<file path="src/clk_src_defs.svh">
// clock source controller: register offsets, field positions, codes,
// reset values and timing counts
// definitions only; included by the controller and the bench by bare name
`ifndef CLK_SRC_DEFS_SVH
`define CLK_SRC_DEFS_SVH
`define ADR_CTRL 8'h00
`define ADR_DIV 8'h04
`define ADR_FBDIV 8'h08
`define ADR_AUX 8'h0c
`define ADR_STAT 8'h10
`define ADR_MASK 8'h14
`define CTRL_NEW 0
`define CTRL_CUR 4
`define CTRL_SWREQ 8
`define CTRL_LOCK 9
`define DIV_PRE 0
`define DIV_POST 6
`define DIV_FRCDIV 8
`define DIV_DOZEN 11
`define DIV_DOZE 12
`define ST_FAIL 0
`define ST_DONE 1
`define SRC_RC 3'h0
`define SRC_RC_PLL 3'h1
`define SRC_PRI 3'h2
`define SRC_PRI_PLL 3'h3
`define SRC_RSVD 3'h4
`define SRC_LOWPWR 3'h5
`define SRC_RC16 3'h6
`define SRC_RC_DIVN 3'h7
`define MODE_EXT 2'h0
`define MODE_CRYSTAL 2'h1
`define MODE_HIGH_SPEED 2'h2
`define RST_PRE 5'h00
`define RST_POST 2'h1
`define RST_FB 9'h000
`define RST_FRCDIV 3'h0
`define RST_DOZE 3'h3
`define RST_AUX 3'h0
`define IN_DIV_ADD 12'h002
`define MUL_ADD 12'h002
`define RC16_RATIO 9'h010
`define CPU_RATIO 9'h002
`define LOCK_TICKS 8'h20
`define CLK_MHZ 50
`define FAIL_SAFE_MONITOR_TIMEOUT_NS 2000
`define FAIL_SAFE_MONITOR_CYCLES ((`FAIL_SAFE_MONITOR_TIMEOUT_NS * `CLK_MHZ) / 1000)
`endif

</file>
<file path="src/clk_src_pkg.sv">
// clock source controller: shared types
// constants live in clk_src_defs.svh
`default_nettype none
package clk_src_pkg;
	typedef enum logic [1:0] {SW_IDLE, SW_WAIT_OLD, SW_WAIT_NEW} sw_state_type;
	typedef struct packed {
		logic [2:0] doze;
		logic doze_en;
		logic [2:0] frcdiv;
		logic [1:0] post;
		logic [4:0] pre;
	} div_cfg_type;
	typedef struct packed {
		logic [2:0] initial_source_select;
		logic [1:0] primary_osc_mode;
		logic osc_pin_function_bit;
	} boot_cfg_type;
endpackage
`default_nettype wire

</file>
<file path="src/tick_divider.sv">
// divides a one-cycle tick stream by a run-time ratio
// ratio must be at least one; output is registered
`default_nettype none
module tick_divider #(
	parameter int W = 9
) (
	// clock and reset
	input wire logic clk,
	input wire logic rst_n,
	// ticks
	input wire logic in_tick,
	input wire logic [W-1:0] ratio,
	output logic out_tick
);
	logic [W-1:0] cnt_q, cnt_d;
	logic out_d;

	always_comb begin
		cnt_d = cnt_q;
		out_d = 1'b0;
		// >= keeps a lowered ratio from running the count away
		if (in_tick) begin
			if (cnt_q >= ratio - W'(1)) begin
				cnt_d = '0;
				out_d = 1'b1;
			end else begin
				cnt_d = cnt_q + W'(1);
			end
		end
	end

	always_ff @(posedge clk) begin
		if (!rst_n) begin
			cnt_q <= '0;
			out_tick <= 1'b0;
		end else begin
			cnt_q <= cnt_d;
			out_tick <= out_d;
		end
	end
endmodule
`default_nettype wire

</file>
<file path="src/rate_scaler.sv">
// fractional rate scaler: out rate = in rate * mul / div
// at most one output tick per clock; excess rate saturates the accumulator
`default_nettype none
module rate_scaler #(
	parameter int W = 12
) (
	// clock and reset
	input wire logic clk,
	input wire logic rst_n,
	// ticks and ratio
	input wire logic in_tick,
	input wire logic [W-1:0] mul,
	input wire logic [W-1:0] div,
	output logic out_tick
);
	logic [W+1:0] acc_q, acc_d, sum;
	logic out_d;

	always_comb begin
		sum = acc_q;
		if (in_tick && !acc_q[W+1]) begin
			sum = acc_q + {2'h0, mul};
		end
		acc_d = sum;
		out_d = 1'b0;
		if (div != '0 && sum >= {2'h0, div}) begin
			acc_d = sum - {2'h0, div};
			out_d = 1'b1;
		end
	end

	always_ff @(posedge clk) begin
		if (!rst_n) begin
			acc_q <= '0;
			out_tick <= 1'b0;
		end else begin
			acc_q <= acc_d;
			out_tick <= out_d;
		end
	end
endmodule
`default_nettype wire

</file>
<file path="src/clock_source_ctrl.sv">
// clock source controller: source select and glitch-free switching, pll
// rate scaling, cpu and peripheral enables, fail-safe monitor, wishbone regs
// assumes oscillators arrive as asynchronous square waves well below clk/4
`include "clk_src_defs.svh"
`default_nettype none

// Functional notes
// - cpu clock enable runs at half the selected oscillator rate
// - pll input divider ratio is the 5-bit prescaler field plus two
// - pll output divider ratio is twice the 2-bit postscaler field plus two
// - pll feedback multiplier is the 9-bit divisor field plus two
// - pll output rate is input times multiplier over both divider ratios
// - vco rate is input times multiplier over input divider only
// - source codes: 7 rc-divn, 6 rc/16, 5 low-power, 3 pri-pll, 2 pri, 1 rc-pll, 0 rc
// - primary mode picks high-speed, crystal or external; ignored for internal sources
// - an erased device starts on internal rc with programmable divider
// - a dedicated configuration bit picks the second oscillator pin function
// - peripheral clock equals cpu clock unless doze uses a ratio other than one
// - a stalled running clock is flagged so software can recover
// - software sets the switch request; hardware clears it when the switch is done
module clock_source_ctrl #(
	parameter int FAIL_CYCLES = `FAIL_SAFE_MONITOR_CYCLES
) (
	// system
	input wire logic clk,
	input wire logic rst_n,
	// wishbone slave
	input wire logic wb_cyc_i,
	input wire logic wb_stb_i,
	input wire logic wb_we_i,
	input wire logic [7:0] wb_adr_i,
	input wire logic [3:0] wb_sel_i,
	input wire logic [31:0] wb_dat_i,
	output logic wb_ack_o,
	output logic [31:0] wb_dat_o,
	output logic irq,
	// configuration bits, taken once after reset
	input wire logic cfg_programmed,
	input wire clk_src_pkg::boot_cfg_type boot_cfg,
	// oscillators, asynchronous
	input wire logic internal_fast_rc,
	input wire logic low_power_rc,
	input wire logic primary_osc_pin,
	// second oscillator pin
	input wire logic pin_gpio_out,
	output logic second_osc_pin_o,
	output logic second_osc_pin_oe_n,
	output logic [1:0] crystal_amp,
	// derived clock enables and status
	output logic selected_osc_clock_en,
	output logic cpu_clk_en,
	output logic peripheral_clock_en,
	output logic pll_output_en,
	output logic vco_en,
	output logic clk_fail
);
	logic [2:0] sync1_q, sync2_q, sync3_q;
	logic rc_t, lowpwr_t, pri_t, rc16_t, rcdiv_t, pll_t, vco_t, cpu_t, dz_t;
	logic [7:0] tick_by_src;
	logic old_t, new_t, new_ok, pll_sel_pri, new_is_pll;
	logic [2:0] pll_src;
	logic [11:0] in_div, out_div, mul, both_div;
	clk_src_pkg::div_cfg_type div_q, div_d;
	clk_src_pkg::boot_cfg_type boot_q, boot_d;
	clk_src_pkg::sw_state_type sw_q, sw_d;
	logic [8:0] fb_q, fb_d;
	logic [2:0] aux_q, aux_d, new_src_q, new_src_d, cur_src_q, cur_src_d;
	logic swreq_q, swreq_d, loaded_q, loaded_d, swreq_clr, done, fail_evt;
	logic [1:0] stat_q, stat_d, mask_q, mask_d, stat_clr;
	logic [15:0] fail_cnt_q, fail_cnt_d;
	logic [7:0] lock_cnt_q, lock_cnt_d;
	logic locked, pll_cfg_wr, pll_sel_q;
	logic req, wr_fire, ack_d, irq_d, sys_d, clko_q, clko_d;
	logic [31:0] rdat_d;
	logic [1:0] amp_d;
	logic pin_o_d, pin_oe_n_d, pri_used;

	// two-stage synchronisers; edges are taken between stages two and three
	always_ff @(posedge clk) begin
		if (!rst_n) begin
			sync1_q <= 3'h0;
			sync2_q <= 3'h0;
			sync3_q <= 3'h0;
		end else begin
			sync1_q <= {primary_osc_pin, low_power_rc, internal_fast_rc};
			sync2_q <= sync1_q;
			sync3_q <= sync2_q;
		end
	end
	assign rc_t = sync2_q[0] & ~sync3_q[0];
	assign lowpwr_t = sync2_q[1] & ~sync3_q[1];
	assign pri_t = sync2_q[2] & ~sync3_q[2];

	// derived source ticks
	tick_divider #(.W(9)) u_rc16 (
		.clk(clk),
		.rst_n(rst_n),
		.in_tick(rc_t),
		.ratio(`RC16_RATIO),
		.out_tick(rc16_t)
	);
	tick_divider #(.W(9)) u_rcdiv (
		.clk(clk),
		.rst_n(rst_n),
		.in_tick(rc_t),
		.ratio(9'h001 << div_q.frcdiv),
		.out_tick(rcdiv_t)
	);

	// pll follows the target while a switch is pending
	assign pll_src = (sw_q != clk_src_pkg::SW_IDLE) ? new_src_q : cur_src_q;
	assign pll_sel_pri = (pll_src == `SRC_PRI_PLL);
	assign in_div = 12'(div_q.pre) + `IN_DIV_ADD;
	assign out_div = 12'({div_q.post, 1'b0}) + 12'h002;
	assign mul = 12'(fb_q) + `MUL_ADD;
	assign both_div = 12'(in_div * out_div);

	rate_scaler #(.W(12)) u_pll (
		.clk(clk),
		.rst_n(rst_n),
		.in_tick(pll_sel_pri ? pri_t : rcdiv_t),
		.mul(mul),
		.div(both_div),
		.out_tick(pll_t)
	);
	rate_scaler #(.W(12)) u_vco (
		.clk(clk),
		.rst_n(rst_n),
		.in_tick(pll_sel_pri ? pri_t : rcdiv_t),
		.mul(mul),
		.div(in_div),
		.out_tick(vco_t)
	);

	// the reserved code carries no tick, so a switch to it never completes
	assign tick_by_src = {rcdiv_t, rc16_t, lowpwr_t, 1'b0, pll_t, pri_t, pll_t, rc_t};
	assign old_t = tick_by_src[cur_src_q];
	assign new_t = tick_by_src[new_src_q];
	assign new_is_pll = (new_src_q == `SRC_PRI_PLL) || (new_src_q == `SRC_RC_PLL);
	assign locked = (lock_cnt_q == `LOCK_TICKS);
	assign new_ok = new_t && (locked || !new_is_pll);

	// cpu and doze dividers
	tick_divider #(.W(9)) u_cpu (
		.clk(clk),
		.rst_n(rst_n),
		.in_tick(sys_d),
		.ratio(`CPU_RATIO),
		.out_tick(cpu_t)
	);
	tick_divider #(.W(9)) u_doze (
		.clk(clk),
		.rst_n(rst_n),
		.in_tick(cpu_t),
		.ratio(9'h001 << div_q.doze),
		.out_tick(dz_t)
	);

	// bus decode: ack one cycle after the request, writes land on the ack edge
	assign req = wb_cyc_i & wb_stb_i;
	assign wr_fire = req & wb_we_i & wb_ack_o;
	assign pll_cfg_wr = wr_fire && (wb_adr_i == `ADR_DIV || wb_adr_i == `ADR_FBDIV);

	always_comb begin
		ack_d = req & ~wb_ack_o;
		rdat_d = 32'h0;
		if (ack_d) begin
			unique case (wb_adr_i)
				`ADR_CTRL: begin
					rdat_d[`CTRL_NEW +: 3] = new_src_q;
					rdat_d[`CTRL_CUR +: 3] = cur_src_q;
					rdat_d[`CTRL_SWREQ] = swreq_q;
					rdat_d[`CTRL_LOCK] = locked;
				end
				`ADR_DIV: begin
					rdat_d[`DIV_PRE +: 5] = div_q.pre;
					rdat_d[`DIV_POST +: 2] = div_q.post;
					rdat_d[`DIV_FRCDIV +: 3] = div_q.frcdiv;
					rdat_d[`DIV_DOZEN] = div_q.doze_en;
					rdat_d[`DIV_DOZE +: 3] = div_q.doze;
				end
				`ADR_FBDIV: rdat_d[8:0] = fb_q;
				`ADR_AUX: rdat_d[2:0] = aux_q;
				`ADR_STAT: rdat_d[1:0] = stat_q;
				`ADR_MASK: rdat_d[1:0] = mask_q;
				default: rdat_d = 32'h0;
			endcase
		end
	end

	// register writes and sticky status
	always_comb begin
		div_d = div_q;
		fb_d = fb_q;
		aux_d = aux_q;
		new_src_d = new_src_q;
		mask_d = mask_q;
		stat_clr = 2'h0;
		swreq_d = swreq_clr ? 1'b0 : swreq_q;
		if (wr_fire) begin
			unique case (wb_adr_i)
				`ADR_CTRL: begin
					if (wb_sel_i[0]) new_src_d = wb_dat_i[`CTRL_NEW +: 3];
					if (wb_sel_i[1]) swreq_d = wb_dat_i[`CTRL_SWREQ];
				end
				`ADR_DIV: begin
					if (wb_sel_i[0]) begin
						div_d.pre = wb_dat_i[`DIV_PRE +: 5];
						div_d.post = wb_dat_i[`DIV_POST +: 2];
					end
					if (wb_sel_i[1]) begin
						div_d.frcdiv = wb_dat_i[`DIV_FRCDIV +: 3];
						div_d.doze_en = wb_dat_i[`DIV_DOZEN];
						div_d.doze = wb_dat_i[`DIV_DOZE +: 3];
					end
				end
				`ADR_FBDIV: begin
					if (wb_sel_i[0]) fb_d[7:0] = wb_dat_i[7:0];
					if (wb_sel_i[1]) fb_d[8] = wb_dat_i[8];
				end
				`ADR_AUX: if (wb_sel_i[0]) aux_d = wb_dat_i[2:0];
				`ADR_STAT: if (wb_sel_i[0]) stat_clr = wb_dat_i[1:0];
				`ADR_MASK: if (wb_sel_i[0]) mask_d = wb_dat_i[1:0];
				default: stat_clr = 2'h0;
			endcase
		end
		// a new event beats a clear in the same cycle
		stat_d = (stat_q & ~stat_clr) | {done, fail_evt};
		irq_d = |(stat_d & mask_d);
	end

	// switch sequencer: finish the old pulse, then start on a whole new one
	always_comb begin
		sw_d = sw_q;
		cur_src_d = cur_src_q;
		boot_d = boot_q;
		loaded_d = 1'b1;
		sys_d = 1'b0;
		done = 1'b0;
		swreq_clr = 1'b0;
		unique case (sw_q)
			clk_src_pkg::SW_IDLE: begin
				sys_d = old_t;
				if (swreq_q && loaded_q) sw_d = clk_src_pkg::SW_WAIT_OLD;
			end
			clk_src_pkg::SW_WAIT_OLD: begin
				sys_d = old_t;
				if (old_t) sw_d = clk_src_pkg::SW_WAIT_NEW;
			end
			clk_src_pkg::SW_WAIT_NEW: begin
				if (new_ok) begin
					sys_d = 1'b1;
					cur_src_d = new_src_q;
					sw_d = clk_src_pkg::SW_IDLE;
					done = 1'b1;
					swreq_clr = 1'b1;
				end
			end
		endcase
		if (!loaded_q) begin
			boot_d = boot_cfg;
			cur_src_d = cfg_programmed ? boot_cfg.initial_source_select : `SRC_RC_DIVN;
		end
		// a silent clock, including a target that never starts, falls back to rc
		fail_evt = loaded_q && (fail_cnt_q == 16'(FAIL_CYCLES));
		fail_cnt_d = (sys_d || fail_evt || !loaded_q) ? 16'h0000 : fail_cnt_q + 16'h0001;
		if (fail_evt) begin
			cur_src_d = `SRC_RC;
			sw_d = clk_src_pkg::SW_IDLE;
			sys_d = 1'b0;
			done = 1'b0;
			swreq_clr = 1'b1;
		end
		lock_cnt_d = lock_cnt_q;
		// lock restarts when the pll input changes, so a pending pll target can still lock
		if (pll_cfg_wr || pll_sel_pri != pll_sel_q) begin
			lock_cnt_d = 8'h00;
		end else if (pll_t && !locked) begin
			lock_cnt_d = lock_cnt_q + 8'h01;
		end
	end

	// pin and amplifier: the mode field matters only for primary sources
	always_comb begin
		pri_used = (cur_src_q[2:1] == 2'h1) || (sw_q != clk_src_pkg::SW_IDLE && new_src_q[2:1] == 2'h1);
		amp_d = 2'h0;
		if (pri_used && boot_q.primary_osc_mode == `MODE_HIGH_SPEED) amp_d = 2'h2;
		if (pri_used && boot_q.primary_osc_mode == `MODE_CRYSTAL) amp_d = 2'h1;
		clko_d = sys_d ? ~clko_q : clko_q;
		// a crystal owns the pin; otherwise the configuration bit chooses its use
		pin_oe_n_d = (amp_d != 2'h0);
		pin_o_d = 1'b0;
		if (amp_d == 2'h0) pin_o_d = boot_q.osc_pin_function_bit ? pin_gpio_out : clko_q;
	end

	always_ff @(posedge clk) begin
		if (!rst_n) begin
			div_q <= {`RST_DOZE, 1'b0, `RST_FRCDIV, `RST_POST, `RST_PRE};
			fb_q <= `RST_FB;
			aux_q <= `RST_AUX;
			new_src_q <= `SRC_RC_DIVN;
			cur_src_q <= `SRC_RC_DIVN;
			boot_q <= '0;
			loaded_q <= 1'b0;
			swreq_q <= 1'b0;
			stat_q <= 2'h0;
			mask_q <= 2'h0;
			sw_q <= clk_src_pkg::SW_IDLE;
			fail_cnt_q <= 16'h0000;
			lock_cnt_q <= 8'h00;
			pll_sel_q <= 1'b0;
			clko_q <= 1'b0;
			wb_ack_o <= 1'b0;
			wb_dat_o <= 32'h0;
			irq <= 1'b0;
			crystal_amp <= 2'h0;
			second_osc_pin_o <= 1'b0;
			second_osc_pin_oe_n <= 1'b1;
			selected_osc_clock_en <= 1'b0;
			cpu_clk_en <= 1'b0;
			peripheral_clock_en <= 1'b0;
			pll_output_en <= 1'b0;
			vco_en <= 1'b0;
			clk_fail <= 1'b0;
		end else begin
			div_q <= div_d;
			fb_q <= fb_d;
			aux_q <= aux_d;
			new_src_q <= new_src_d;
			cur_src_q <= cur_src_d;
			boot_q <= boot_d;
			loaded_q <= loaded_d;
			swreq_q <= swreq_d;
			stat_q <= stat_d;
			mask_q <= mask_d;
			sw_q <= sw_d;
			fail_cnt_q <= fail_cnt_d;
			lock_cnt_q <= lock_cnt_d;
			pll_sel_q <= pll_sel_pri;
			clko_q <= clko_d;
			wb_ack_o <= ack_d;
			wb_dat_o <= rdat_d;
			irq <= irq_d;
			crystal_amp <= amp_d;
			second_osc_pin_o <= pin_o_d;
			second_osc_pin_oe_n <= pin_oe_n_d;
			selected_osc_clock_en <= sys_d;
			cpu_clk_en <= cpu_t;
			peripheral_clock_en <= div_q.doze_en ? dz_t : cpu_t;
			pll_output_en <= pll_t;
			vco_en <= vco_t;
			clk_fail <= stat_d[`ST_FAIL];
		end
	end

	// checking helpers
	logic [1:0] h_cnt_q;
	always_ff @(posedge clk) begin
		if (!rst_n) h_cnt_q <= 2'h0;
		else h_cnt_q <= (cpu_t ? 2'h0 : h_cnt_q) + {1'b0, sys_d};
	end
endmodule
`default_nettype wire

</file>
<file path="config.mk">
export PLATFORM = sky130hd
export DESIGN_NAME = clock_source_ctrl
export DESIGN_NICKNAME = d
export VERILOG_FILES = /design/src/clk_src_pkg.sv /design/src/tick_divider.sv /design/src/rate_scaler.sv /design/src/clock_source_ctrl.sv
export VERILOG_INCLUDE_DIRS = /design/src
export SDC_FILE = /design/constraint.sdc
export NUM_CORES = 1
export LEC_CHECK = 0
export BUFFER_PORTS_ARGS = -buffer_cell sky130_fd_sc_hd__buf_2
export CAP_MARGIN = 20
export CORE_ASPECT_RATIO = 1.4
export CORE_UTILIZATION = 60
export DETAILED_ROUTE_END_ITERATION = 7
export PLACE_DENSITY = 0.9
export SYNTH_ARGS = -nofsm -noshare
export SYNTH_HDL_FRONTEND = slang
export SYNTH_SLANG_ARGS = --single-unit
</file>
<file path="constraint.sdc">
create_clock -name clk -period 7.1 [get_ports clk]
set_input_delay 2.13 -clock clk [delete_from_list [all_inputs] [get_ports clk]]
set_output_delay 2.13 -clock clk [all_outputs]
set_load 0.05 [all_outputs]
</file>
=== Word-level counts from Yosys, hierarchy flattened ===
Cells that the tools add are included.

* Bits of input ports: 60
* Output and inout port bits: 44
* Bits in registers: 192

* Order comparisons: 8
* Equality and inequality tests: 22
* Multipliers: 1
* Shift-type cells: 2
* Bitwise operators: 17
* Reduce and logical (&&, ||, !) cells: 50
* Muxes and demuxes: 59
* Add/sub/neg operators: 15

{| class="wikitable"
|+ Operators by type and width
! operator !! number
|-
| 2-to-1 mux 14 bit || 4
|-
| adder 9 x 1 -> 9 bit (second input constant) || 4
|-
| 2-to-1 mux 9 bit || 4
|-
| adder 14 x 10 -> 14 bit || 2
|-
| AND reduction 3 bit || 8
|-
| nonzero test 12 bit || 2
|-
| 2-to-1 mux 2 bit || 11
|-
| 2-to-1 mux 1 bit || 21
|-
| >= comparator 9 bit || 2
|-
| 2-to-1 mux 3 bit || 6
|-
| << shifter 1 x 3 -> 9 bit (first input constant) || 2
|-
| subtractor 9 x 1 -> 9 bit (second input constant) || 2
|-
| adder 16 x 1 -> 16 bit (second input constant) || 1
|-
| == test 16 x 7 -> 1 bit (second input constant) || 1
|-
| == test 8 x 4 -> 1 bit (second input constant) || 2
|-
| == test 8 x 5 -> 1 bit (second input constant) || 2
|-
| >= comparator 14 x 10 -> 1 bit || 1
|-
| >= comparator 14 x 6 -> 1 bit || 1
|-
| subtractor 14 x 10 -> 14 bit || 1
|-
| subtractor 14 x 6 -> 14 bit || 1
|-
| logical AND 1 bit || 12
|-
| case mux 2 bit (6 select lines) || 1
|-
| AND reduction 2 bit || 6
|-
| adder 9 x 2 -> 10 bit (second input constant) || 1
|-
| other kinds (33) || 76
|}

=== Depth between registers and ports, before layout ===
* Depth in word-level cells: 12
* Gate-level depth with buffers: 22
* Gate-level depth less buffers: 21

=== Hierarchy ===
Synthesis repeated with hierarchy kept, for this count alone.

* Cell total of the unflattened synthesis: 1492
* Area total of the unflattened synthesis: 12688.4 sq um

{| class="wikitable"
|+ By module, submodules not included
! module !! instances !! area each (sq um) !! cells each
|-
| clock_source_ctrl || 1 || 5470.2 || 610
|-
| rate_scaler || 2 || 1950.6 || 249
|-
| tick_divider (u_cpu ...) || 3 || 823.3 || 96
|-
| tick_divider (u_rcdiv) || 1 || 847.1 || 96
|}

=== Least setup slack after synthesis ===
No wires, ideal clock.

* Path type: reg-to-reg
* Start point: register div_q[1] (netlist bit)
* End point: register u_pll.acc_q[1]
* Data arrival time: 4946 ps
* Cell stages (with the launch flop): 22
* Setup slack: 2083 ps
* Period minus slack after synthesis: 5017 ps
* Path buffers: 1
* Cell sequence: dfxtp_1 -> ha_1 -> xor2_1 -> and2_1 -> fa_1 -> ha_1 -> ha_1 -> a21o_1 -> a21o_1 -> a2111o_1 -> o311ai_0 -> inv_1 -> ha_1 -> and4_1 -> nand3_1 -> nor2_1 -> mux2i_1 -> o211ai_1 -> or4b_1 -> o21bai_1 -> buf_2 -> mux2i_1

* Word-level cells in the longest chain between the ends: 5
* Elaborated cells between the ends (all ways): 7

{| class="wikitable"
|+ RTL lines
! element !! RTL line !! source
|-
| start, declared || clock_source_ctrl.sv:63 || <nowiki>clk_src_pkg::div_cfg_type div_q, div_d;</nowiki>
|-
| start signal, assigned || clock_source_ctrl.sv:298 || <nowiki>div_q <= {`RST_DOZE, 1'b0, `RST_FRCDIV, `RST_POST, `RST_PRE};</nowiki>
|-
| start signal, assigned || clock_source_ctrl.sv:326 || <nowiki>div_q <= div_d;</nowiki>
|-
| adder 5 x 2 -> 6 bit (no line) (*) || - ||
|-
| multiplier 6 x 4 -> 10 bit (*) || clock_source_ctrl.sv:116 || <nowiki>assign both_div = 12'(in_div * out_div);</nowiki>
|-
| >= comparator 14 x 10 -> 1 bit or nonzero test 12 bit (tied branches) || rate_scaler.sv:26 || <nowiki>if (div != '0 && sum >= {2'h0, div}) begin</nowiki>
|-
| logical AND 1 bit || rate_scaler.sv:26 ||
|-
| 2-to-1 mux 14 bit (*) || rate_scaler.sv:26 ||
|-
| end signal, assigned || rate_scaler.sv:34 || <nowiki>acc_q <= '0;</nowiki>
|-
| end signal, assigned || rate_scaler.sv:37 || <nowiki>acc_q <= acc_d;</nowiki>
|-
| end, declared || rate_scaler.sv:16 || <nowiki>logic [W+1:0] acc_q, acc_d, sum;</nowiki>
|}

Mark *: on every way between the ends. The rest lies on a longest branch, timed or not.
A chain may end at the register's enable or synchronous reset.

=== Worst setup path in the final report ===
* Start point: register div_q[1] (netlist bit)
* End point: register u_pll.acc_q[5]

The elaborated chain is that of the path after synthesis.

==> flow_summary.ini <==
[cts]
cts_buffer_depth = 2
ctsHoldBuffers = 0
clkSinkCount = 174
clk_latency_ns = 0.45
htree_levels = 4
cts_root_buffer = clkbuf_16
numCtsBuffers = 17
clk_pin_slew_ns = 0.07
cts_tree = done
cts_setup_buffers = 0
cts_resized = 0

[pwr]
powerDensity_mw_per_mm2 = 266
vdd_drop_max_uv = 206
p_leak_nw = 4.93

[worst_setup_path]
crit_required_ns = 7.47
r2r_cells = 21
cp-start-kind = flop
critPathMaxFanout = 10
end_kind = flop
crit_type = reg2reg
arrival_ns = 6.09

[floorplan]
start_util_pct = 62.0
die_area_mm2 = 0.0181
fp.dieH_um = 159
io_pins = 104
std_cell_rows = 56
core-area_mm2 = 0.0170
die_w_um = 114

[synth]
synthCells = 1259
synth_edf_count = 0
yosysSeqAreaShare_pct = 33.1
ys_ff_latch = 174
yosys_most_used_dff = dfxtp_1
synthTopCellsByArea = dfxtp_1 (33%), ha_1 (9.5%), nand2_1 (5.1%), nor2_1 (4.5%), xor2_1 (4.2%)
async_flop_share_pct = 0
synth_top_area_share_pct = 33.1
synth.largest_area_cell = dfxtp_1
avgSynthCellArea_um2 = 8.35
netlist_area_mm2 = 0.0105
synth_warnings = 0
synth.distinct_cells = 77

[status]
outcome = finished clean

[route]
drtAntennaViolNets = 0
dr.pass1.iters = 6
drt_iter0_drc = 816
drc = 0
routed_wl_um = 25000
dr_total_vias = 9292
via_per_inst = 6.00
wl_per_cell_um = 16.1

[cells_and_area]
syn2layout_area_growth_pct = 9.69
fin_area_mm2 = 0.0115
fin_nets = 1451
drive_gt1_share_pct = 9.80
n_antenna_cell = 0

[sta]
maxSlewHeadroom_pct = 17.1
final_max_slew_viol_count = 0
rsz0062_at_grt = false
worst_slew_pin_slew_ns = 1.21
hold_viol_final = 0
setup_viol = 0
finalCritPeriodShare_pct = 80.5
totalNegativeSetupSlack_ns = 0
fin_crit_ns = 5.72
max_freq_mhz = 175
fin_worst_skew_ns = 0.0112

[global_route]
grt_pass1_vias = 8978
grt.total_usage_pct = 28.3
gr-usage-met1_pct = 29.7
grt_pass1_wl_um = 40600
grt_max_degree = 72
grt.met2_usage_pct = 52.4
global_route.peak_usage_layer = met2
grt_overflow = 0
met3_usage_pct = 5.06
antenna_found_initial = 0

[run]
drv_cap = 0

[worst_hold_path]
whs_path_depth = 1
hp-class = reg2reg

[place]
io_buffer_count = 67
hpwl_um = 18000
detailed_place.area_mm2 = 0.0109
gp_congestion = 0.900
==> power by group <==
group          switching (mW)  total [mW]  internal, mW
Clock                   0.423       0.995         0.571
Combinational           0.563       0.947         0.384
Sequential             0.0667        1.12          1.05
Total                    1.05        3.06          2.01
==> cells by family after synthesis <==
kind of cell	count (synthesis)	share of synthesized area, %
multiplexers	51	5.40
other	1	0.0357
flip-flops	174	33.1
buffers and inverters	127	5.40
AO/OA/AOI/OAI	236	14.7
AND/OR/NAND/NOR	498	23.3
adder cells (fa/ha/maj)	88	11.0
XOR/XNOR	84	7.00
==> worst paths after layout <==
path,start,to,slack (ns)
setup reg to reg,div_q[1]$_SDFFE_PN0P_,u_pll.acc_q[5]$_SDFF_PN0_,1.38
hold / removal,u_vco.out_tick$_SDFF_PN0_,vco_en$_SDFF_PN0_,0.44
setup / recovery,div_q[1]$_SDFFE_PN0P_,u_pll.acc_q[5]$_SDFF_PN0_,1.38
hold reg to reg,u_vco.out_tick$_SDFF_PN0_,vco_en$_SDFF_PN0_,0.44
==> cells in the final DEF (no fill, tap or decap), drive strengths merged, types with 4 or more instances in the layout <==
master	synthesis	layout
inv	62	67
mux4	4	4
or4	4	4
buf	27	73
a21o	19	19
xor2	50	50
a22oi	7	7
and4	8	8
conb	1	17
nand2	143	143
nor3b	10	10
a21oi	75	75
fa	8	8
or2	6	6
mux2	6	6
o31ai	9	9
nor2	125	125
o21ai	45	45
or3	10	10
nor3	25	25
o211ai	9	9
a31oi	9	9
nor2b	14	14
clkinv	1	4
dfxtp	174	174
mux2i	41	41
o21a	12	12
and3	20	20
xnor2	34	34
nand4	22	22
a211oi	12	12
ha	80	80
nand3	55	55
and2	27	27
nor4	8	8
o211a	4	4
a22o	4	4
nand2b	13	13
clkbuf	37	19
==> through the flow <==
stage	power [mW]	hold WS [ns]	cells	setup slack, ns	util [%]
after floorplan	1.88	0.412	1275	2.08	-
after global placement	2.02	0.420	1516	1.54	64.4
after detailed placement	2.06	0.421	1516	1.41	64.4
after CTS	3.05	0.436	1548	1.37	68.0
after global routing	3.21	0.466	1548	1.03	68.0
final	3.06	0.437	1548	1.38	68.0
==> cell usage after synthesis, types with 4 or more instances <==
cell,n
nand2_1,143
a21o_1,19
ha_1,80
inv_1,62
clkbuf_1,37
nand4_1,22
mux4_2,4
a22oi_1,7
o31ai_1,9
o21ai_0,40
a22o_1,4
dfxtp_1,174
o21ai_1,4
o21a_1,12
and4_1,8
a31oi_1,9
and2_1,26
mux2i_1,41
or3_1,10
mux2_2,5
a211oi_1,10
nand2b_1,13
nor3b_1,10
nand3_1,55
buf_4,19
nor2_1,125
nor3_1,25
or2_2,6
o211a_1,4
buf_2,4
nor2b_1,14
nor4_1,7
and3_1,20
fa_1,8
o211ai_1,9
xnor2_1,34
or4_1,4
xor2_1,50
a21oi_1,74
==> sequential cells by signal, summed over array words and instances (netlist names), 8 cells and up <==
register,count
u_doze.cnt_q,9
lock_cnt_q,8
fail_cnt_q,16
u_cpu.cnt_q,9
wb_dat_o,15
fb_q,9
div_q,14
u_rc16.cnt_q,9
u_rcdiv.cnt_q,9
u_pll.acc_q,14
u_vco.acc_q,14
==> cell type report <==
cell class                 count  area [µm²]
tap                          232         290
clock buffer                  19         443
timing repair buffer          73         380
fill                        1260        5420
inverter                      63         236
clock inverter                13         176
sequential                   174        3480
multi-input combinational    974        6520
==> worst max-delay path, cell delays in order (launching register included) <==
cell and delay [ns]:
dfxtp_1 0.50, ha_1 0.23, xor2_1 0.33, and2_1 0.21
fa_1 0.44, ha_1 0.35, ha_1 0.31, a21o_1 0.15
a21o_1 0.20, a2111o_1 0.40, o311ai_0 0.14, inv_1 0.12
ha_1 0.37, and4_1 0.17, nand3_1 0.13, nor2_1 0.06
mux2i_1 0.19, o211ai_1 0.17, or4b_1 0.55, o21bai_1 0.16
buf_4 0.24, mux2i_1 0.22
==> per-layer routing <==
layer / part of all wire, % / vias up / routed length (µm)
li1: - / 4462 / -
met1: 39 / 4393 / 9740
met2: 51 / 343 / 12800
met3: 4.8 / 94 / 1190
met4: 4.9 / 0 / 1220
met5: 0 / - / 0
No activity file was read; power rests on OpenSTA's default activity.
